[config.mk]
export PLATFORM = sky130hd
export DESIGN_NAME = nopb_pickup
export DESIGN_NICKNAME = d
export VERILOG_FILES = /design/src/verilog/nopb_pickup.v
export VERILOG_INCLUDE_DIRS = /design/src /design/src/inc
export SDC_FILE = /design/constraint.sdc
export NUM_CORES = 2
export LEC_CHECK = 0
export ABC_AREA = 1
export BUFFER_PORTS_ARGS = -buffer_cell sky130_fd_sc_hd__buf_4
export CELL_PAD_IN_SITES_DETAIL_PLACEMENT = 1
export CELL_PAD_IN_SITES_GLOBAL_PLACEMENT = 2
export CORE_UTILIZATION = 25
export CTS_CLUSTER_SIZE = 25
export DETAILED_ROUTE_END_ITERATION = 12
export GPL_ROUTABILITY_DRIVEN = 0
export GPL_TIMING_DRIVEN = 0
export PLACE_DENSITY = 0.63
export SLEW_MARGIN = 20
export SYNTH_ARGS = -nofsm -noshare
export SYNTH_HDL_FRONTEND = slang
export SYNTH_SLANG_ARGS = --single-unit
[constraint.sdc]
create_clock -name clk -period 129.3 [get_ports clk]
set_input_delay 25.86 -clock clk [delete_from_list [all_inputs] [get_ports clk]]
set_output_delay 25.86 -clock clk [all_outputs]
set_load 0.05 [all_outputs]
[src/inc/nopb_defs.vh]
// constants of the neutral overvoltage pickup block
`ifndef NOPB_DEFS_VH
`define NOPB_DEFS_VH

// register byte offsets
`define NOPB_REG_THRESH   5'h00
`define NOPB_REG_CONFIG   5'h04
`define NOPB_REG_STATUS   5'h08
`define NOPB_REG_RATIO    5'h0c
`define NOPB_REG_TIMES    5'h10
`define NOPB_REG_BLKINFO  5'h14
`define NOPB_REG_STAMP    5'h18
`define NOPB_REG_COUNT    5'h1c

// threshold in 0.01 % of nominal voltage
`define NOPB_THR_W        14
`define NOPB_THR_DEFAULT  14'h07d0
`define NOPB_THR_MIN      14'h0064
`define NOPB_THR_MAX      14'h26ac

// release below 97 % of threshold
`define NOPB_RESET_PCT    7'h61
`define NOPB_FULL_PCT     7'h64

// config fields
`define NOPB_CFG_MODE_LSB 0
`define NOPB_CFG_FEN_BIT  3
`define NOPB_CFG_FBLK_BIT 4
`define NOPB_CFG_SEL_LSB  5
`define NOPB_CFG_INST_BIT 7
`define NOPB_CFG_DEFAULT  8'h01

// operating mode codes
`define NOPB_MODE_ON      3'h1
`define NOPB_MODE_BLOCKED 3'h2
`define NOPB_MODE_TEST    3'h3
`define NOPB_MODE_TESTBLK 3'h4
`define NOPB_MODE_OFF     3'h5

// input selection and measuring-now codes
`define NOPB_SEL_AUTO     2'h0
`define NOPB_SEL_CALC     2'h1
`define NOPB_SEL_CH3      2'h2
`define NOPB_SEL_CH4      2'h3
`define NOPB_SRC_NONE     2'h0
`define NOPB_SRC_CALC     2'h1
`define NOPB_SRC_CH3      2'h2
`define NOPB_SRC_CH4      2'h3

// ratio saturates at 250.00
`define NOPB_RATIO_MAX    16'h61a8
// phase counted as faulted below 50 % nominal
`define NOPB_PHASE_LOW    16'h1388

// time stamp tick: 1 ms at 125 MHz
`define NOPB_CLK_MHZ      125
`define NOPB_STAMP_US     1000
`define NOPB_STAMP_CYCLES (`NOPB_STAMP_US * `NOPB_CLK_MHZ)

`endif

[src/verilog/nopb_pickup.v]
// pickup, blocking and status logic of one neutral overvoltage stage
// How it works
// [RQ1] pickup sets when measured neutral voltage exceeds the threshold
// [RQ2] pickup clears only below 97 percent of the threshold or in mode off
// [RQ3] threshold in 0.01 percent nominal steps, default 20 percent
// [RQ4] start only while pickup is set and blocking is inactive
// [RQ5] blocking sampled once at each processing cycle start
// [RQ6] blocking comes from a dedicated input fed by the block matrix
// [RQ7] unblocked pickup raises start for the operating-time logic
// [RQ8] blocked pickup raises blocked and never starts the timers
// [RQ9] blocking during start drops start and triggers release handling
// [RQ10] blocking gives a display pulse and stamped event with voltage, fault
// [RQ11] the outside must present blocking 5 ms before the delay expires
// [RQ12] with forcing enabled a software switch drives blocking
// [RQ13] measuring-now code: 0 none, 1 calculated, 2 third, 3 fourth
// [RQ14] auto selection: calculated if phase-neutral inputs, else third, else fourth residual channel, else none
// [RQ15] ratio of measured voltage to threshold computed every cycle
// [RQ16] ratio exposed in hundredths
// [RQ17] remaining time to trip exposed in 5 ms units while counting
// [RQ18] expected operating time exposed, refreshed as measurement changes
// [RQ19] effective mode reported: 1 on, 2 blocked, 3 test, 4 test/blk, 5 off
// [RQ20] instant mode raises start and trip together with one stamp
// [RQ21] zero-sequence is one third of the three phase voltages
// [RQ22] pickup, start and blocked change only at cycle boundaries
`include "nopb_defs.vh"
`timescale 1ns/100ps
`default_nettype none

module nopb_pickup #(
    parameter STAMP_CYCLES = `NOPB_STAMP_CYCLES
) (
    input  wire        clk,
    input  wire        reset,
    input  wire [4:0]  address,
    input  wire        read,
    input  wire        write,
    input  wire [31:0] writedata,
    output reg  [31:0] readdata,
    output reg         waitrequest,
    input  wire        cycle_start,
    input  wire [15:0] phase1_voltage,
    input  wire [15:0] phase2_voltage,
    input  wire [15:0] phase3_voltage,
    input  wire [15:0] third_voltage_channel,
    input  wire [15:0] fourth_voltage_channel,
    input  wire        phase_neutral_present,
    input  wire        third_is_residual,
    input  wire        fourth_is_residual,
    input  wire        block_matrix_in,
    input  wire        timer_counting,
    input  wire [15:0] timer_remaining,
    input  wire [15:0] timer_expected,
    output reg         pickup,
    output reg         start,
    output reg         blocked,
    output reg         trip,
    output reg         release_start,
    output reg         block_event,
    output reg         display_event,
    output reg  [31:0] event_stamp,
    output reg  [15:0] event_voltage,
    output reg  [2:0]  event_fault_type
);

    // effective mode: invalid codes fall back to on
    function [2:0] nopb_eff_mode;
        input [2:0] m;
        begin
            if (m >= `NOPB_MODE_ON && m <= `NOPB_MODE_OFF)
                nopb_eff_mode = m;
            else
                nopb_eff_mode = `NOPB_MODE_ON;
        end
    endfunction

    // clamp a written threshold into its legal range
    function [`NOPB_THR_W-1:0] nopb_clamp_thr;
        input [31:0] v;
        begin
            if (v < {18'h0, `NOPB_THR_MIN})
                nopb_clamp_thr = `NOPB_THR_MIN;
            else if (v > {18'h0, `NOPB_THR_MAX})
                nopb_clamp_thr = `NOPB_THR_MAX;
            else
                nopb_clamp_thr = v[`NOPB_THR_W-1:0];
        end
    endfunction

    reg [`NOPB_THR_W-1:0] threshold;
    reg [7:0]             config_reg;
    reg [1:0]             source;
    reg [15:0]            ratio;
    reg [15:0]            remaining;
    reg [15:0]            expected;
    reg                   counting;
    reg                   block_sampled;
    reg [15:0]            block_count;
    reg [31:0]            ms_count;
    reg [31:0]            tick_count;
    reg [15:0]            um;
    reg [1:0]             next_source;
    reg [31:0]            next_readdata;
    wire [2:0]            mode;
    wire [17:0]           phase_sum;
    wire [15:0]           calc_voltage;
    wire [22:0]           um_scaled;
    wire [22:0]           thr_scaled;
    wire [22:0]           ratio_full;
    wire                  soft_block;
    wire                  mode_block;
    wire                  mode_off;
    wire                  above;
    wire                  below_reset;
    wire                  next_pickup;
    wire                  next_start;
    wire                  next_blocked;
    wire                  instant;
    wire [2:0]            fault_type;

    assign mode = nopb_eff_mode(config_reg[`NOPB_CFG_MODE_LSB +: 3]);
    assign instant = config_reg[`NOPB_CFG_INST_BIT];
    assign mode_off = (mode == `NOPB_MODE_OFF);
    assign mode_block = (mode == `NOPB_MODE_BLOCKED) || (mode == `NOPB_MODE_TESTBLK);

    // [RQ12] forced blocking switch
    assign soft_block = config_reg[`NOPB_CFG_FEN_BIT] & config_reg[`NOPB_CFG_FBLK_BIT];

    // [RQ21] one third of phase sum
    assign phase_sum = {2'h0, phase1_voltage} + {2'h0, phase2_voltage}
                     + {2'h0, phase3_voltage};
    assign calc_voltage = 16'(phase_sum / 18'd3);

    // [RQ13] [RQ14] source selection; a channel not in residual mode is unusable
    always @* begin
        next_source = `NOPB_SRC_NONE;
        case (config_reg[`NOPB_CFG_SEL_LSB +: 2])
            `NOPB_SEL_CALC: begin
                if (phase_neutral_present)
                    next_source = `NOPB_SRC_CALC;
            end
            `NOPB_SEL_CH3: begin
                if (third_is_residual)
                    next_source = `NOPB_SRC_CH3;
            end
            `NOPB_SEL_CH4: begin
                if (fourth_is_residual)
                    next_source = `NOPB_SRC_CH4;
            end
            default: begin
                if (phase_neutral_present)
                    next_source = `NOPB_SRC_CALC;
                else if (third_is_residual)
                    next_source = `NOPB_SRC_CH3;
                else if (fourth_is_residual)
                    next_source = `NOPB_SRC_CH4;
            end
        endcase
    end

    // selected measurement; no source reads as zero so nothing picks up
    always @* begin
        case (next_source)
            `NOPB_SRC_CALC: um = calc_voltage;
            `NOPB_SRC_CH3:  um = third_voltage_channel;
            `NOPB_SRC_CH4:  um = fourth_voltage_channel;
            default:        um = 16'h0000;
        endcase
    end

    // [RQ1] [RQ2] comparator with fixed 97 % reset ratio
    assign um_scaled  = {7'h0, um} * {16'h0, `NOPB_FULL_PCT};
    assign thr_scaled = {9'h0, threshold} * {16'h0, `NOPB_RESET_PCT};
    assign above       = um > {2'h0, threshold};
    assign below_reset = um_scaled < thr_scaled;
    assign next_pickup = !mode_off && (above || (pickup && !below_reset));

    // [RQ4] [RQ7] [RQ8] start only when not blocked, blocked otherwise
    assign next_start   = next_pickup && !(block_matrix_in | soft_block | mode_block);
    assign next_blocked = next_pickup &&  (block_matrix_in | soft_block | mode_block);

    // [RQ15] ratio in hundredths; threshold never below its minimum
    assign ratio_full = um_scaled / {9'h0, threshold};

    // faulted phases: those collapsed below half nominal
    assign fault_type = {phase3_voltage < `NOPB_PHASE_LOW,
                         phase2_voltage < `NOPB_PHASE_LOW,
                         phase1_voltage < `NOPB_PHASE_LOW};

    // free running millisecond stamp; parameter shortens it in simulation
    always @(posedge clk) begin
        if (reset) begin
            tick_count <= 32'h0;
            ms_count   <= 32'h0;
        end else if (tick_count == STAMP_CYCLES - 1) begin
            tick_count <= 32'h0;
            ms_count   <= ms_count + 32'h1;
        end else begin
            tick_count <= tick_count + 32'h1;
        end
    end

    // [RQ22] all decisions taken only on the processing cycle pulse
    always @(posedge clk) begin
        if (reset) begin
            pickup        <= 1'b0;
            start         <= 1'b0;
            blocked       <= 1'b0;
            trip          <= 1'b0;
            block_sampled <= 1'b0;
            source        <= `NOPB_SRC_NONE;
            ratio         <= 16'h0;
            release_start <= 1'b0;
            block_event   <= 1'b0;
            display_event <= 1'b0;
        end else if (cycle_start) begin
            // [RQ5] [RQ6] blocking sampled once per cycle
            block_sampled <= block_matrix_in | soft_block | mode_block;
            pickup        <= next_pickup;
            start         <= next_start;
            blocked       <= next_blocked;
            // [RQ20] instant mode trips with start
            trip          <= next_start && instant;
            source        <= next_source;
            // [RQ16] saturating ratio
            if (ratio_full > {7'h0, `NOPB_RATIO_MAX})
                ratio <= `NOPB_RATIO_MAX;
            else
                ratio <= ratio_full[15:0];
            // [RQ9] start dropping for any cause starts release handling
            release_start <= start && !next_start;
            // [RQ10] notify on the rising edge of blocked
            block_event   <= next_blocked && !blocked;
            display_event <= next_blocked && !blocked;
        end else begin
            // event strobes last one clock
            release_start <= 1'b0;
            block_event   <= 1'b0;
            display_event <= 1'b0;
        end
    end

    // [RQ10] [RQ20] stamp and process data captured at events
    always @(posedge clk) begin
        if (reset) begin
            event_stamp      <= 32'h0;
            event_voltage    <= 16'h0;
            event_fault_type <= 3'h0;
            block_count      <= 16'h0;
        end else if (cycle_start) begin
            if ((next_start && !start) || (next_blocked && !blocked)
                    || (start && !next_start)) begin
                event_stamp <= ms_count;
            end
            if (next_blocked && !blocked) begin
                event_voltage    <= um;
                event_fault_type <= fault_type;
                block_count      <= block_count + 16'h1;
            end
        end
    end

    // [RQ17] [RQ18] timer figures follow the adjacent timer block
    always @(posedge clk) begin
        if (reset) begin
            remaining <= 16'h0;
            expected  <= 16'h0;
            counting  <= 1'b0;
        end else begin
            counting  <= timer_counting && start;
            expected  <= timer_expected;
            remaining <= (timer_counting && start) ? timer_remaining : 16'h0;
        end
    end

    // read multiplexer; unmapped offsets read zero
    always @* begin
        case (address)
            `NOPB_REG_THRESH:  next_readdata = {18'h0, threshold};
            `NOPB_REG_CONFIG:  next_readdata = {24'h0, config_reg};
            `NOPB_REG_STATUS:  next_readdata = {21'h0, counting, source, mode,
                                                block_sampled, trip, blocked,
                                                start, pickup};
            `NOPB_REG_RATIO:   next_readdata = {16'h0, ratio};
            `NOPB_REG_TIMES:   next_readdata = {expected, remaining};
            `NOPB_REG_BLKINFO: next_readdata = {13'h0, event_fault_type, event_voltage};
            `NOPB_REG_STAMP:   next_readdata = event_stamp;
            `NOPB_REG_COUNT:   next_readdata = {16'h0, block_count};
            default:           next_readdata = 32'h0;
        endcase
    end

    // avalon slave: one wait cycle, then waitrequest low for one clock
    always @(posedge clk) begin
        if (reset) begin
            waitrequest <= 1'b1;
            readdata    <= 32'h0;
        end else if ((read || write) && waitrequest) begin
            waitrequest <= 1'b0;
            readdata    <= read ? next_readdata : 32'h0;
        end else begin
            waitrequest <= 1'b1;
        end
    end

    // [RQ3] writes land at the edge that ends the request
    always @(posedge clk) begin
        if (reset) begin
            threshold  <= `NOPB_THR_DEFAULT;
            config_reg <= `NOPB_CFG_DEFAULT;
        end else if (write && !waitrequest) begin
            if (address == `NOPB_REG_THRESH)
                threshold <= nopb_clamp_thr(writedata);
            if (address == `NOPB_REG_CONFIG)
                config_reg <= writedata[7:0];
        end
    end

endmodule // nopb_pickup

`default_nettype wire

# --- After elaboration in Yosys (flattened, before gate mapping) ---
# Cells that the tools add are included.
op_classes:
  bitwise_logic: 5
  n_eq_ne: 17
  n_reduce_logical: 32
  n_div: 2
  shift: 0
  n_addsub: 5
  multipliers: 2
  n_lt_le_gt_ge: 10
  mux: 14
ops:
  columns: ["operator", "count"]
  rows:
  - ["one-hot mux 32 bit (8 select lines)", 1]
  - ["adder 32 x 1 -> 32 bit (second input constant)", 2]
  - ["less-than comparator 16 x 13 -> 1 bit (second input constant)", 3]
  - ["one-hot mux 16 bit (3 select lines)", 1]
  - ["== test 32 x 17 -> 1 bit (second input constant)", 1]
  - ["> comparator 32 x 14 -> 1 bit (second input constant)", 1]
  - ["less-than comparator 32 x 7 -> 1 bit (second input constant)", 1]
  - ["two-way mux 32 bit", 1]
  - ["two-way mux 14 bit", 2]
  - ["divider 23 x 14 -> 23 bit", 1]
  - ["> comparator 23 x 15 -> 1 bit (second input constant)", 1]
  - ["less-than comparator 23 x 21 -> 1 bit", 1]
  - ["multiplier 14 x 7 -> 21 bit (second input constant)", 1]
  - ["multiplier 16 x 5 -> 21 bit (second input constant)", 1]
  - ["== test 5 bit (second input constant)", 4]
  - ["adder 17 x 16 -> 18 bit", 1]
  - ["divider 18 x 2 -> 18 bit (second input constant)", 1]
  - ["adder 16 x 16 -> 17 bit", 1]
  - ["adder 16 x 1 -> 16 bit (second input constant)", 1]
  - ["> comparator 16 x 14 -> 1 bit", 1]
  - ["two-way mux 16 bit", 1]
  - ["logical AND 1 bit", 12]
  - ["== test 5 x 4 -> 1 bit (second input constant)", 2]
  - ["== test 2 bit (second input constant)", 4]
  - ["18 further kinds", 41]
totals:
  mem_count: 0
  in_bits: 159
  latchBits: 0
  mem_bits_rw: 0
  rom_bits: 0
  output_inout_bits: 91
  reg_bits: 244

# --- Longest topological paths before layout ---
logic_depth:
  ltp_word: 17
  ltp_mapped: 451
  depth_no_buf: 423

# --- Worst setup path after synthesis ---
# OpenSTA, ideal clock, no wires.
synth_timing:
  path_kind: "input-to-reg"
  from: "input port phase1_voltage[1]"
  to: "register ratio[13]"
  arrival_ns: 80.847
  path_slack_ns: 48.333
  stages: 427
  path_buffers: 29
  setup_time_ns: 0.120
  cell_sequence: "inv_1 fa_1 inv_1 ha_1 inv_1 fa_1 inv_1 nand3_1 nand2_1 nand2_1 nand2_2 nand2_1 nand3_1 nand2_1 mux2i_1 nand2_1 o21ai_1 nand2_1 [391 not listed] nand2_1 o21ai_0 ha_1 a21oi_1 o21ai_0 a21oi_1 o21a_1 o221ai_1 nand3_1 o311ai_0 a21oi_1 o2111a_1 nand3_1 nor2_2 nand3_1 nand2_1 buf_4 a21oi_1"
synth_via:
  elab_chain_cells: 8
synth_rtl:
  columns: ["item", "line_no", "rtl"]
  rows:
  - ["start, declared", "nopb_pickup.v:41", "input wire [15:0] phase1_voltage,"]
  - ["adder 16 x 16 -> 17 bit *", "nopb_pickup.v:129", "assign phase_sum = {2'h0, phase1_voltage} + {2'h0, phase2_voltage}"]
  - ["adder 17 x 16 -> 18 bit *", "nopb_pickup.v:130", "+ {2'h0, phase3_voltage};"]
  - ["divider 18 x 2 -> 18 bit *", "nopb_pickup.v:131", "assign calc_voltage = 16'(phase_sum / 18'd3);"]
  - ["one-hot mux 16 bit (3 select lines) *", "nopb_pickup.v:162", "case (next_source)"]
  - ["named net um[0]", "nopb_pickup.v:100", "reg [15:0] um;"]
  - ["multiplier 16 x 5 -> 21 bit *", "nopb_pickup.v:171", "assign um_scaled = {7'h0, um} * {16'h0, `NOPB_FULL_PCT};"]
  - ["divider 23 x 14 -> 23 bit *", "nopb_pickup.v:182", "assign ratio_full = um_scaled / {9'h0, threshold};"]
  - ["> comparator 23 x 15 -> 1 bit", "nopb_pickup.v:225", "if (ratio_full > {7'h0, `NOPB_RATIO_MAX})"]
  - ["two-way mux 16 bit *", "nopb_pickup.v:225", null]
  - ["end signal, assigned", "nopb_pickup.v:226", "ratio <= `NOPB_RATIO_MAX;"]
  - ["end signal, assigned", "nopb_pickup.v:228", "ratio <= ratio_full[15:0];"]
  - ["end, declared", "nopb_pickup.v:92", "reg [15:0] ratio;"]
# The timed path passes the listed nets; every way through them passes the cells marked *.
# A chain may end at the register's enable or synchronous reset.

# --- Worst setup path in the final report ---
# Same ends and word-level chain as after synthesis.

==> flow_summary.ini <==
[floorplan]
rows = 136
core_area_um2 = 138000
initial_core_util_pct = 25.3
io_pins = 250
die_area_um2 = 141000
die_h_um = 376
dieWidth_um = 376

[clock_network]
cts_resized = 0
cts.sinks = 244
clk_pin_slew_ps = 60
cts_made_buffers = 29
cts_tree = built
cts-hold-fix-buffers = 0
clk_path_buf_depth = 3
root_buffer = clkbuf_16
htreeDepth = 1
post_cts_buffers = 0
clk_latency_ps = 600

[sta]
period_needed_ps = 97370
finalSetupTns_ps = 0
fmax_mhz = 10.3
worst_slew_pin_slew_ps = 1070
min_period_over_period_pct = 75.3
hold_viol = 0
rsz0062_at_grt = false
clock_skew_ps = 37.5
finalMaxSlewViolations = 0
setup_viol = 0
slew_headroom_pct = 27.7

[drt]
vias = 37000
dr.pass1.iters = 5
drcViolationCount = 0
routed_wirelength_mm = 148
drt_iter0_markers = 1603
vias_per_cell = 4.79
antenna_left = 0
wl_per_cell_um = 19.1

[global_route]
grt_pass1_vias = 38300
grt_pass1_wl_mm = 228
grt_antenna_before_repair = 2
grt_max_degree = 18
grt_usage_pct = 20.6
overflow = 0

[synth]
yosys-top-cells-count = nand2_1 (1218), inv_1 (806), a21oi_1 (452)
synth_flop_cell = dfxtp_1
yosysWarnings = 0
yosys.area_share.simple_pct = 34.0
async_reset_ff_share_pct = 0
synth_top_cell_by_area = ha_1
synthAdderAreaFrac_pct = 16.9
synth-seq-cells = 244
synth.area.top_cells = ha_1 (15%), dfxtp_1 (14%), nand2_1 (13%)
netlist_instances = 5543
muxShareOfSynthArea_pct = 0.0287
synthXorXnorAreaFrac_pct = 6.84
synth-compound-area-share_pct = 16.9
synth_area_um2 = 34900
synth_enable_flop_cells = 0
synth_cell_types = 76
yosysTopAreaCellShare_pct = 14.9
syn-num-nets = 6152
ys_seq_area_share_pct = 14.0
avgSynthCellArea_um2 = 6.30
synth_most_common_cell = nand2_1
synth_top_family_by_area = simple AND/OR/NAND/NOR gates

[worst_setup_path]
worstPathRequired_ps = 129770
path_buf_inv = 77
cp_slowest_cell = o21ai_0
cp_max_fo = 10
path_class = input pin to flip-flop
rrSetupSlack_ps = 62030
rr_startpoint = config_reg[6]
r2r-end = ratio[13]
reg2reg_depth = 366
worstSetupStartpointType = input pin
critPathArrivalTime_ps = 97850
end_kind = flip-flop
cp_slowest_stage_delay_ps = 840
crit_path_start = phase1_voltage[1]
cp_top_family = compound AO/OA/AOI/OAI gates
crit_top_cell = nand2_1

[hold_path]
hold_path_class = flip-flop to flip-flop
hold_start = ratio[15]
min_path_cells = 2
worst_hold_path.endpoint = ratio[15]

[finish]
drive_gt1_share_pct = 11.9
register_area_um2 = 4880
multi_input_area_um2 = 26100
syn2layout_area_growth_pct = 15.9
nets = 6447
fillers = 17700

[run]
maxCapViolations = 0

[status]
status = finished, final reports clean

[placement]
hpwl_mm = 126
portBuffers = 248
-- cell type report --
type | instances | area share, %
clock inverters | 19 | 0.528
repair buffers | 264 | 5.45
diodes | 3 | 0.0185
well taps | 1863 | 5.76
flip-flops and latches | 244 | 12.1
plain buffers | 113 | 1.87
clock buffers | 35 | 1.95
inverters | 856 | 7.96
multi-input cells | 4330 | 64.4
-- how the worst max path moves through the flow --
stage | slack [ps] | endpoint | cells after the start
5_1_grt | 24360 | ratio[7] | 427
2_1_floorplan | 48330 | ratio[13] | 427
6_report | 31930 | ratio[13] | 420
3_3_place_gp | 30230 | ratio[3] | 425
4_1_cts | 31290 | ratio[13] | 423
3_5_place_dp | 30930 | ratio[13] | 422
-- worst min-delay path, delay by kind of cell (launching register included) --
family           cells  cell delay, ps
AND/OR/NAND/NOR      2              90
flip-flops           1             320
-- kinds of logic after synthesis --
kind of cell / count (synthesis)
AND/OR/NAND/NOR: 2551
AO/OA/AOI/OAI: 1055
buffers and inverters: 969
adder cells (fa/ha/maj): 450
XOR/XNOR: 273
flip-flops: 244
multiplexers: 1
-- metal layers --
layer	share of wire [%]	global-route usage, %	vias up
li1	-	-	19000
met1	49	27.6	17600
met2	48	36.4	407
met3	2.2	1.27	87
met4	1.8	3.61	0
met5	0	0	-
-- metrics by stage --
step	instances	area (um2)	setup slack (ps)	hold slack (ps)	util (%)
finish	7727	40500	31930	458	29.3
global route	7726	40500	24360	477	29.3
CTS	7724	40500	31290	455	29.3
detailed placement	7670	39500	30930	443	28.6
global placement	7654	39100	30230	438	28.4
floorplan	5543	34900	48330	417	-
-- layout by cell type, fill, tap and decap left out, types with 35 or more instances in the layout --
| master | count |
|---|---|
| nand4_1 | 112 |
| nand3_2 | 46 |
| inv_2 | 47 |
| dfxtp_1 | 244 |
| nand2_2 | 97 |
| xnor2_1 | 107 |
| ha_1 | 415 |
| clkbuf_1 | 56 |
| nor3_1 | 95 |
| nand3_1 | 367 |
| a21oi_1 | 452 |
| xor2_1 | 166 |
| nor2_1 | 434 |
| inv_1 | 792 |
| buf_4 | 266 |
| nor2_2 | 36 |
| fa_1 | 35 |
| o21ai_0 | 357 |
| nand2_1 | 1218 |
Power is not shown: default switching activity piles up to over one toggle a cycle in this logic, so the estimate is an artifact.
